File: config.mk
export PLATFORM = sky130hd
export DESIGN_NAME = angle_sensor_end_flat
export DESIGN_NICKNAME = d
export VERILOG_FILES = /design/src/angle_spi_pkg.sv /design/src/spi_link_if.sv /design/src/angle_sensor_end.sv /design/src/flat_wrapper.sv
export SDC_FILE = /design/constraint.sdc
export NUM_CORES = 1
export LEC_CHECK = 0
export BUFFER_PORTS_ARGS = -buffer_cell sky130_fd_sc_hd__buf_2
export CAP_MARGIN = 5
export CORE_UTILIZATION = 45
export CTS_CLUSTER_SIZE = 40
export DETAILED_ROUTE_END_ITERATION = 10
export GPL_ROUTABILITY_DRIVEN = 0
export MAX_ROUTING_LAYER = met4
export PLACE_DENSITY_LB_ADDON = 0.12
export SKIP_LAST_GASP = 1
export SYNTH_ARGS = -nofsm -noshare
export SYNTH_HDL_FRONTEND = slang
export SYNTH_SLANG_ARGS = --single-unit
export TNS_END_PERCENT = 5
File: constraint.sdc
create_clock -name pclk -period 11.55 [get_ports pclk]
set_clock_uncertainty 0.15 [all_clocks]
set_input_delay 0 -clock pclk [delete_from_list [all_inputs] [get_ports pclk]]
set_output_delay 0 -clock pclk [all_outputs]
set_load 0.02 [all_outputs]
File: src/angle_spi_pkg.sv
package angle_spi_pkg;
   localparam int CLK_MHZ = 50;
   localparam int WORD_W = 16;
   localparam int ANGLE_W = 8;
   localparam int CNT_W = 5;
   localparam logic [4:0] FRAME_LAST = 5'h0f;
   localparam logic [4:0] BYTE_LAST = 5'h07;
   localparam logic [3:0] CMD_WRITE = 4'h2;
   localparam logic [3:0] CMD_READ = 4'h1;
   localparam logic [3:0] REG_ZERO = 4'h4;
   localparam logic [3:0] REG_FUSE = 4'h9;
   localparam int BURN_ZERO_BIT = 4;
   localparam logic [7:0] ZERO_RESET = 8'h00;
   localparam logic [3:0] PIN_IDLE = 4'h7;
   localparam int REFRESH_NS = 2000;
   localparam int REFRESH_CYC = REFRESH_NS * CLK_MHZ / 1000;
   localparam logic [6:0] REFRESH_LAST = 7'(REFRESH_CYC - 1);
   localparam int FULL_TURN = 256;
   localparam int T_IDLE_NS = 50;
   localparam int T_CSL_NS = 50;
   localparam int T_CSH_NS = 25;
   localparam int T_IDLE_CYC = (T_IDLE_NS * CLK_MHZ + 999) / 1000;
   localparam int T_CSL_CYC = (T_CSL_NS * CLK_MHZ + 999) / 1000;
   localparam int T_CSH_CYC = (T_CSH_NS * CLK_MHZ + 999) / 1000;
   localparam int SCLK_HALF_CYC = 12;
   localparam logic [7:0] IDLE_LOAD = 8'(T_IDLE_CYC - 1);
   localparam logic [7:0] CSL_LOAD = 8'(T_CSL_CYC - 1);
   localparam logic [7:0] CSH_LOAD = 8'(T_CSH_CYC - 1);
   localparam logic [7:0] HALF_LOAD = 8'(SCLK_HALF_CYC - 1);
   localparam int APB_AW = 8;
   localparam logic [7:0] ADDR_CMD = 8'h00;
   localparam logic [7:0] ADDR_RX = 8'h04;
   localparam logic [7:0] ADDR_STAT = 8'h08;
   localparam int STAT_BUSY = 0;
   localparam int STAT_DONE = 1;
endpackage

File: src/spi_link_if.sv
`timescale 1ns/1ps
`default_nettype none
interface spi_link_if;
   logic sclk;
   logic cs_n;
   logic mosi;
   logic miso_o;
   logic miso_oe;
   logic miso;
   // undriven line reads high, as a pull-up would give
   assign miso = miso_oe ? miso_o : 1'b1;
   modport device
   (
      input sclk,
      input cs_n,
      input mosi,
      output miso_o,
      output miso_oe
   );
   modport host
   (
      output sclk,
      output cs_n,
      output mosi,
      input miso
   );
endinterface
`default_nettype wire

File: src/angle_sensor_end.sv
// Summary of operation
// slave only; 16-bit word each way
// mode 3, rising-edge sample, MSB first
// master keeps select high 50 ns
// 50 ns from select low to clock
// clock period 40 ns, phases 20 ns; the master runs 240 ns phases, a 480 ns period
// 25 ns from last rise to select
// register 4 holds 8-bit zero offset
// register 9 bit 4 burns offset
// output is raw angle minus offset
// offset resets zero, feeds commutation too
// new front-end angle every 2 us
// angle from time-to-digital phase counter
// angle grows with clockwise field rotation
// write frame: 0010, address, value
// read frame returns angle then register
// buffer refreshed, frozen while selected
// master clock up to 25 MHz
// offset subtraction wraps modulo full turn
`timescale 1ns/1ps
`default_nettype none
module angle_sensor_end
(
   input wire logic pclk, // system clock
   input wire logic presetn, // async reset
   spi_link_if.device link, // serial link to the master
   input wire logic phase_cross, // phase signal comparator, high after zero crossing
   input wire logic otp_valid, // fuse memory holds an offset
   input wire logic [angle_spi_pkg::ANGLE_W-1:0] otp_value, // offset held in fuses
   output logic [angle_spi_pkg::ANGLE_W-1:0] raw_angle, // front-end angle
   output logic [angle_spi_pkg::ANGLE_W-1:0] angle_out, // corrected angle, commutation
   output logic fuse_burn, // one-cycle burn strobe
   output logic [angle_spi_pkg::ANGLE_W-1:0] fuse_data // value to burn
);
   import angle_spi_pkg::*;

   logic [3:0] pin_raw;
   logic [3:0] pin_f;
   logic [3:0] pin_p_q;
   logic [3:0] pin_rise;
   logic [3:0] pin_fall;
   logic cs_act;
   logic cs_fall;
   logic sclk_rise;
   logic sclk_fall;
   logic [CNT_W-1:0] rcnt_q;
   logic [WORD_W-1:0] rx_q;
   logic [WORD_W-1:0] rx_word;
   logic [WORD_W-1:0] buf_q;
   logic miso_q;
   logic [6:0] ref_q;
   logic ref_wrap;
   logic [ANGLE_W-1:0] tdc_q;
   logic [ANGLE_W-1:0] raw_q;
   logic [ANGLE_W-1:0] zero_q;
   logic [ANGLE_W-1:0] corr;
   logic [ANGLE_W-1:0] angle_buf_q;
   logic [ANGLE_W-1:0] angle_out_q;
   logic [ANGLE_W-1:0] rd_val;
   logic frame_done;
   logic wr_zero;
   logic wr_burn;
   logic otp_loaded_q;
   logic fused_q;
   logic burn_q;
   logic [3:0] rd_addr;
   logic [3:0] rd_cmd;

   // link pins and the phase comparator are asynchronous to pclk
   assign pin_raw = {phase_cross, link.mosi, link.cs_n, link.sclk};

   genvar gi;
   generate
      for (gi = 0; gi < 4; gi++)
      begin : g_sync
         logic [2:0] s_q;
         logic f_q;
         always_ff @(posedge pclk or negedge presetn)
         begin
            if (!presetn)
            begin
               s_q <= {3{PIN_IDLE[gi]}};
               f_q <= PIN_IDLE[gi];
            end
            else
            begin
               s_q <= {s_q[1:0], pin_raw[gi]};
               if (s_q[1] == s_q[2])
               begin
                  f_q <= s_q[2];
               end
            end
         end
         assign pin_f[gi] = f_q;
      end
   endgenerate

   always_ff @(posedge pclk or negedge presetn)
   begin
      if (!presetn)
      begin
         pin_p_q <= PIN_IDLE;
      end
      else
      begin
         pin_p_q <= pin_f;
      end
   end

   assign pin_rise = pin_f & ~pin_p_q;
   assign pin_fall = ~pin_f & pin_p_q;
   assign cs_act = ~pin_f[1];
   assign cs_fall = pin_fall[1];
   // clock edges outside a selected frame are ignored
   assign sclk_rise = pin_rise[0] & cs_act;
   assign sclk_fall = pin_fall[0] & cs_act;
   assign rx_word = {rx_q[WORD_W-2:0], pin_f[2]};
   assign frame_done = sclk_rise && (rcnt_q == FRAME_LAST);
   assign rd_cmd = rx_q[6:3];
   assign rd_addr = {rx_q[2:0], pin_f[2]};
   // only register 4 reads back; register 9 is write-only
   assign rd_val = (rd_cmd == CMD_READ && rd_addr == REG_ZERO) ? zero_q : 8'h00;

   always_ff @(posedge pclk or negedge presetn)
   begin
      if (!presetn)
      begin
         rcnt_q <= '0;
         rx_q <= '0;
         buf_q <= '0;
         miso_q <= 1'b0;
      end
      else if (cs_fall)
      begin
         rcnt_q <= '0;
         buf_q <= {angle_buf_q, 8'h00};
         miso_q <= angle_buf_q[ANGLE_W-1];
      end
      else if (sclk_rise && rcnt_q <= FRAME_LAST)
      begin
         rx_q <= rx_word;
         rcnt_q <= rcnt_q + 5'h01;
         if (rcnt_q == BYTE_LAST)
         begin
            buf_q[ANGLE_W-1:0] <= rd_val;
         end
      end
      else if (sclk_fall && rcnt_q != 5'h00 && rcnt_q <= FRAME_LAST)
      begin
         // first fall only opens the frame; the msb is already out
         miso_q <= buf_q[4'(FRAME_LAST - rcnt_q)];
      end
   end

   assign wr_zero = frame_done && rx_word[15:12] == CMD_WRITE
      && rx_word[11:8] == REG_ZERO;
   assign wr_burn = frame_done && rx_word[15:12] == CMD_WRITE
      && rx_word[11:8] == REG_FUSE && rx_word[BURN_ZERO_BIT];

   // fuse contents are taken once, on the first edge after reset release
   always_ff @(posedge pclk or negedge presetn)
   begin
      if (!presetn)
      begin
         otp_loaded_q <= 1'b0;
         fused_q <= 1'b0;
         zero_q <= ZERO_RESET;
      end
      else if (!otp_loaded_q)
      begin
         otp_loaded_q <= 1'b1;
         fused_q <= otp_valid;
         zero_q <= otp_valid ? otp_value : ZERO_RESET;
      end
      else
      begin
         if (wr_zero && !fused_q)
         begin
            zero_q <= rx_word[ANGLE_W-1:0];
         end
         if (wr_burn)
         begin
            fused_q <= 1'b1;
         end
      end
   end

   // fuses burn only once; a second command is dropped
   always_ff @(posedge pclk or negedge presetn)
   begin
      if (!presetn)
      begin
         burn_q <= 1'b0;
         fuse_data <= '0;
      end
      else
      begin
         burn_q <= wr_burn && !fused_q && otp_loaded_q;
         if (wr_burn && !fused_q)
         begin
            fuse_data <= zero_q;
         end
      end
   end

   // reference waveform of the time-to-digital converter, one 2 us period
   assign ref_wrap = (ref_q == REFRESH_LAST);

   always_ff @(posedge pclk or negedge presetn)
   begin
      if (!presetn)
      begin
         ref_q <= '0;
         tdc_q <= '0;
         raw_q <= '0;
      end
      else
      begin
         ref_q <= ref_wrap ? 7'h00 : ref_q + 7'h01;
         if (pin_rise[3])
         begin
            // later crossing means larger phase, i.e. more clockwise
            tdc_q <= 8'((15'(ref_q) * 15'(FULL_TURN)) / 15'(REFRESH_CYC));
         end
         if (ref_wrap)
         begin
            raw_q <= tdc_q;
         end
      end
   end

   // 8-bit difference wraps naturally at one full turn
   assign corr = raw_q - zero_q;

   always_ff @(posedge pclk or negedge presetn)
   begin
      if (!presetn)
      begin
         angle_buf_q <= '0;
         angle_out_q <= '0;
      end
      else
      begin
         angle_out_q <= corr;
         if (ref_wrap && !cs_act)
         begin
            angle_buf_q <= corr;
         end
      end
   end

   assign raw_angle = raw_q;
   assign angle_out = angle_out_q;
   assign fuse_burn = burn_q;
   assign link.miso_o = miso_q;
   assign link.miso_oe = cs_act;
endmodule
`default_nettype wire

File: src/flat_wrapper.sv
// flat-port wrapper written by rule: the top's interface ports become plain ports
module angle_sensor_end_flat import angle_spi_pkg::*;
  (pclk, presetn, phase_cross, otp_valid, otp_value, raw_angle, angle_out, fuse_burn, fuse_data, link_sclk, link_cs_n, link_mosi, link_miso_o, link_miso_oe);
  spi_link_if link_i ();
  input wire logic pclk;
  input wire logic presetn;
  input wire logic phase_cross;
  input wire logic otp_valid;
  input wire logic [angle_spi_pkg::ANGLE_W-1:0] otp_value;
  output logic [angle_spi_pkg::ANGLE_W-1:0] raw_angle;
  output logic [angle_spi_pkg::ANGLE_W-1:0] angle_out;
  output logic fuse_burn;
  output logic [angle_spi_pkg::ANGLE_W-1:0] fuse_data;
  input wire logic [$bits(link_i.sclk)-1:0] link_sclk;
  input wire logic [$bits(link_i.cs_n)-1:0] link_cs_n;
  input wire logic [$bits(link_i.mosi)-1:0] link_mosi;
  output wire logic [$bits(link_i.miso_o)-1:0] link_miso_o;
  output wire logic [$bits(link_i.miso_oe)-1:0] link_miso_oe;
  assign link_i.sclk = link_sclk;
  assign link_i.cs_n = link_cs_n;
  assign link_i.mosi = link_mosi;
  assign link_miso_o = link_i.miso_o;
  assign link_miso_oe = link_i.miso_oe;
  angle_sensor_end u_core (.pclk(pclk), .presetn(presetn), .link(link_i), .phase_cross(phase_cross), .otp_valid(otp_valid), .otp_value(otp_value), .raw_angle(raw_angle), .angle_out(angle_out), .fuse_burn(fuse_burn), .fuse_data(fuse_data));
endmodule
# After elaboration in Yosys (flattened, before gate mapping)
# Index checks and enable logic that the tools add are counted.
# totals
elab_cells,92
out_inout_bits,27
in_bits,15
ff_bits,115
# classes
n_reduce_logical,21
eq_ne,15
muxes,17
n_addsub,4
order_cmp,2
bitwise,8
n_div,1
# op_table
cell,n
2-to-1 mux 8 bit,7
"divider 15 x 7 -> 15 bit, second input constant",1
logical AND 1 bit,13
2-to-1 mux 5 bit,2
"equality test 4 x 3 -> 1 bit, second input constant",2
subtractor 8 bit,1
"adder 7 x 1 -> 7 bit, second input constant",1
"equality test 7 bit, second input constant",1
2-to-1 mux 7 bit,1
2-to-1 mux 1 bit,6
AND reduction 2 bit,3
nonzero test 2 bit,3
"adder 5 x 1 -> 5 bit, second input constant",1
"equality test 5 x 3 -> 1 bit, second input constant",1
"equality test 5 x 4 -> 1 bit, second input constant",1
"<= comparator 5 x 4 -> 1 bit, second input constant",1
"less-than comparator 4 x 5 -> 1 bit, second input constant",1
nonzero test 5 bit,1
AND 4 bit,1
binary-select mux 1 bit (select 4 bit),1
equality test 1 bit,4
"equality test 4 x 1 -> 1 bit, second input constant",1
"equality test 4 x 2 -> 1 bit, second input constant",1
"equality test 4 bit, second input constant",1
other kinds (9),12

# Longest topological paths before layout
# logic_depth
depth_word,9
ltp_mapped,45
depth_no_buf,41

# Least setup slack after synthesis
# OpenSTA, ideal clock, no wires.
# synth_timing
path_type,reg2reg
from,register u_core.ref_q[0]
to,register u_core.tdc_q[0]
path_buffers,2
path_stages_with_launch,39
path_slack_ps,2994
t_arrival_ps,8261
synth_period_minus_slack_ps,8556
required_ps,11255
setup_time_ps,145
path_cell_list,dfrtp_1 > clkbuf_1 > inv_1 > ha_1 > or4_4 > nand4_1 > a21o_1 > and2_1 > inv_2 > ha_1 > a21oi_1 > nand3_1 > a21oi_2 > mux2i_1 > inv_1 > ha_1 > nand2b_1 > o31ai_1 > [3 not listed] > ha_1 > nor3_1 > a32o_1 > o31a_2 > xnor2_2 > a2111o_1 > o21ai_1 > o2111ai_2 > nand4_4 > inv_2 > buf_4 > ha_1 > and2_1 > nand2_1 > mux2_4 > a32o_1 > o31ai_1 > a32oi_1
# synth_between
elab_chain_cells,1
# synth_rtl
element,line_no,source
start: declaration,angle_sensor_end.sv:51,logic [6:0] ref_q;
start signal: assignment,angle_sensor_end.sv:219,ref_q <= ref_wrap ? 7'h00 : ref_q + 7'h01;
divider 15 x 7 -> 15 bit,angle_sensor_end.sv:223,tdc_q <= 8'((15'(ref_q) * 15'(FULL_TURN)) / 15'(REFRESH_CYC));
end signal: assignment,angle_sensor_end.sv:223,
end: declaration,angle_sensor_end.sv:53,logic [ANGLE_W-1:0] tdc_q;
# No other way between the ends.
# A chain may end at the register's enable or synchronous reset.

# Worst setup path in the final report
# Same ends and word-level chain as after synthesis.

==> flow_summary.ini <==
[clocking]
cts_setup_buffers = 0
cts_buffers = 17
clock_path_buffers = 2
insertion_delay_ps = 410
tritoncts = built
clock-sinks = 114
cts.repair.resized = 0
clk_pin_slew_ps = 60
root_buffer = clkbuf_16
htreeDepth = 4

[finish]
seqCellArea_mm2 = 0.00287
diodes = 0
nets = 793
syn2layout_area_growth_pct = 15.6
fill_cells = 1310
drive_gt1_share_pct = 20.8
multi_input_comb_area_mm2 = 0.00374
final_cells = 953

[grt]
grt_overflow = 0
antenna_found_initial = 0
grt_pass1_vias = 5454
grt_usage_pct = 22.5
grt_max_degree = 78
grt_pass1_wl_mm = 27.6

[detailed_routing]
firstDrtPassIters = 10
wl_per_cell_um = 17.2
wirelength_mm = 16.4
route.met3.wl_um = 716
drc = 6
vias = 5600
dr.first_iter.drc_count = 496
ant_nets = 0
via_per_inst = 5.88
m1WireLength_mm = 7.45
wl_met2_mm = 7.89
top_layer_used = met4

[timing]
tns_ps = 0
fmax_ghz = 0.103
slew_headroom_pct = 23.9
slew_viol_final = 0
fin_crit_ps = 9700
setup_viol = 0
hold_viol = 0
rsz0062_at_grt = no
layout_setup_ws_ps = 1850
worst_pin_slew_ps = 1140
holdWs_ps = 80.4
period_share_pct = 84.0

[die]
fp.dieH_um = 125
die-area_mm2 = 0.0157
top_level_ports = 42
start_util_pct = 46.7
die_w_um = 125
core_mm2 = 0.0147
std_cell_rows = 44

[critical_path]
cp_slowest_stage_delay_ps = 620
r2r_slack_ps = 1850
crit_slowest_cell = o311ai_4
crit_arrival_ps = 9800
critPathKind = reg2reg
start_kind = register
path_max_fanout = 12
crit_path_frequent_cell = ha_1
worstPathRequired_ps = 11650
cp-end-kind = register

[job]
drv_cap = 0

[logic_synthesis]
ys_types = 100
synth_area_leaders = dfrtp_1 36%, nand2_1 6.9%, dfstp_2 5.4%
synth_top_cell_area_share_pct = 36.5
synth_cells = 707
synth_flop_cell = dfrtp_1
ys_seq_area_share_pct = 41.8
syn-mean-instance-area_um2 = 9.71
synthesis.nets = 744
async_reset_ff_share_pct = 100
synth_area_mm2 = 0.00686
synth-edff-count = 0
yosys_warnings = 0
ys_ff_latch = 114
yosysTopAreaCell = dfrtp_1

[pwr]
power.density_mw_per_mm2 = 132
peakVddDrop_v = 0.0000833
p_leak_nw = 3.57

[placed_design]
dp_cells = 904
port_buffers = 41
dp_worst_setup_slack_ps = 2030
dp_hpwl_mm = 11.8

[min_path]
worstHoldPathType = in2reg

[outcome]
outcome = finished, violations left
violations = DRC
## layer usage
metal	vias up	GRT usage [%]
li1	2688	-
met1	2713	29.1
met2	174	35.7
met3	25	3.55
met4	0	8.18
met5	-	-
## report_power, final
group | internal (W) | switching (W)
clock | 0.000303 | 0.000195
combinational | 0.0000364 | 0.0000540
sequential | 0.000432 | 0.0000266
## placed cells by master, fill, tap and decap left out, types with 6 or more instances in the layout
| cell type | synthesis | routed |
|---|---|---|
| dfstp_2 | 14 | 14 |
| nor2_1 | 29 | 29 |
| nand2_1 | 126 | 126 |
| nor3_1 | 11 | 11 |
| xnor2_1 | 11 | 11 |
| dfrtp_1 | 100 | 100 |
| a21oi_1 | 26 | 26 |
| a21o_1 | 7 | 7 |
| nand3_1 | 20 | 20 |
| xor2_1 | 6 | 6 |
| nand2b_1 | 8 | 8 |
| clkinvlp_4 | 0 | 7 |
| clkbuf_16 | 0 | 17 |
| mux2_2 | 26 | 26 |
| dlygate4sd3_1 | 0 | 16 |
| a31oi_1 | 9 | 9 |
| and2_1 | 7 | 7 |
| o21ai_0 | 38 | 38 |
| inv_1 | 28 | 28 |
| o21a_1 | 6 | 6 |
| ha_1 | 21 | 21 |
| a22oi_1 | 6 | 6 |
| a22o_1 | 9 | 9 |
| nor2b_1 | 9 | 9 |
| buf_2 | 6 | 40 |
| mux2i_1 | 9 | 9 |
## final cells by class
cell class              instances  area share (%)
well taps                     184            2.90
flip-flops and latches        114            36.2
multi-input cells             531            47.1
clock inverters                14            1.66
repair buffers                 60            5.08
inverters                      32            1.51
clock buffers                  18            5.53
## per-stage QoR
stage          cell area, um2  power [W]  utilization [%]
2_1_floorplan            6860   0.000513                -
3_3_place_gp             7180   0.000550             48.9
3_5_place_dp             7180   0.000553             48.9
4_1_cts                  7940    0.00106             54.0
5_1_grt                  7940    0.00109             54.0
6_report                 7940    0.00105             54.0
## cell families (layout without fill, tap and decap cells)
kind of cell,count (synthesis),count (layout),share of synthesized area [%]
adders and majority gates,26,26,4.70
muxes,42,42,7.66
buffers and inverters,62,124,3.66
other,1,1,0.0546
AOI/OAI and AO/OA,186,186,20.9
DFF,114,114,41.8
xor gates and xnor gates,20,20,2.88
and+or+nand+nor,256,256,18.3
## worst max-delay path: cells and delay by family (launching register included)
| family | cells | cell delay, ps |
|---|---|---|
| flip-flops | 1 | 550 |
| buffers and inverters | 6 | 1050 |
| multiplexers | 4 | 870 |
| AND/OR/NAND/NOR | 11 | 2060 |
| adder cells (fa/ha/maj) | 6 | 1850 |
| AO/OA/AOI/OAI | 10 | 2970 |
## synthesized netlist by cell type, types with 8 or more instances
| cell | number |
|---|---|
| nor3_1 | 11 |
| nand2_1 | 126 |
| dfrtp_1 | 100 |
| nor2b_1 | 9 |
| mux2i_1 | 9 |
| a21oi_1 | 26 |
| a31oi_1 | 9 |
| xnor2_1 | 11 |
| nand2b_1 | 8 |
| o21ai_0 | 38 |
| clkbuf_1 | 21 |
| nand3_1 | 20 |
| dfstp_2 | 14 |
| a22o_1 | 9 |
| inv_1 | 28 |
| ha_1 | 21 |
| mux2_2 | 26 |
| nor2_1 | 29 |
## registers in the layout (all words and copies together), names as in the netlist, 4 cells and up
name	flops
u_core.zero_q	8
u_core.rcnt_q	5
u_core.tdc_q	8
u_core.rx_q	15
u_core.buf_q	16
u_core.raw_angle	8
u_core.angle_buf_q	8
u_core.fuse_data	8
u_core.g_sync.f_q	4
u_core.ref_q	7
u_core.g_sync.s_q	12
u_core.angle_out	8
## repair_timing
| item | 4_1_cts | 5_1_grt |
|---|---|---|
| endpoints found under the hold margin | 50 | 0 |
| endpoints found under the setup margin | 0 | 0 |
| hold buffers | 17 | 0 |
## final timing paths
check / from / to / cells after the start
min reg2reg: u_core.g_sync[0].s_q[0] / u_core.g_sync[0].s_q[1] / 0
max in group asynchronous: presetn / u_core.rx_q[4] / 4
max: u_core.ref_q[0] / u_core.tdc_q[0] / 37
min: link_cs_n / u_core.g_sync[1].s_q[0] / 2
max reg2reg: u_core.ref_q[0] / u_core.tdc_q[0] / 37
min in group asynchronous: presetn / u_core.angle_out[4] / 4
No activity file was read; power rests on OpenSTA's default activity.
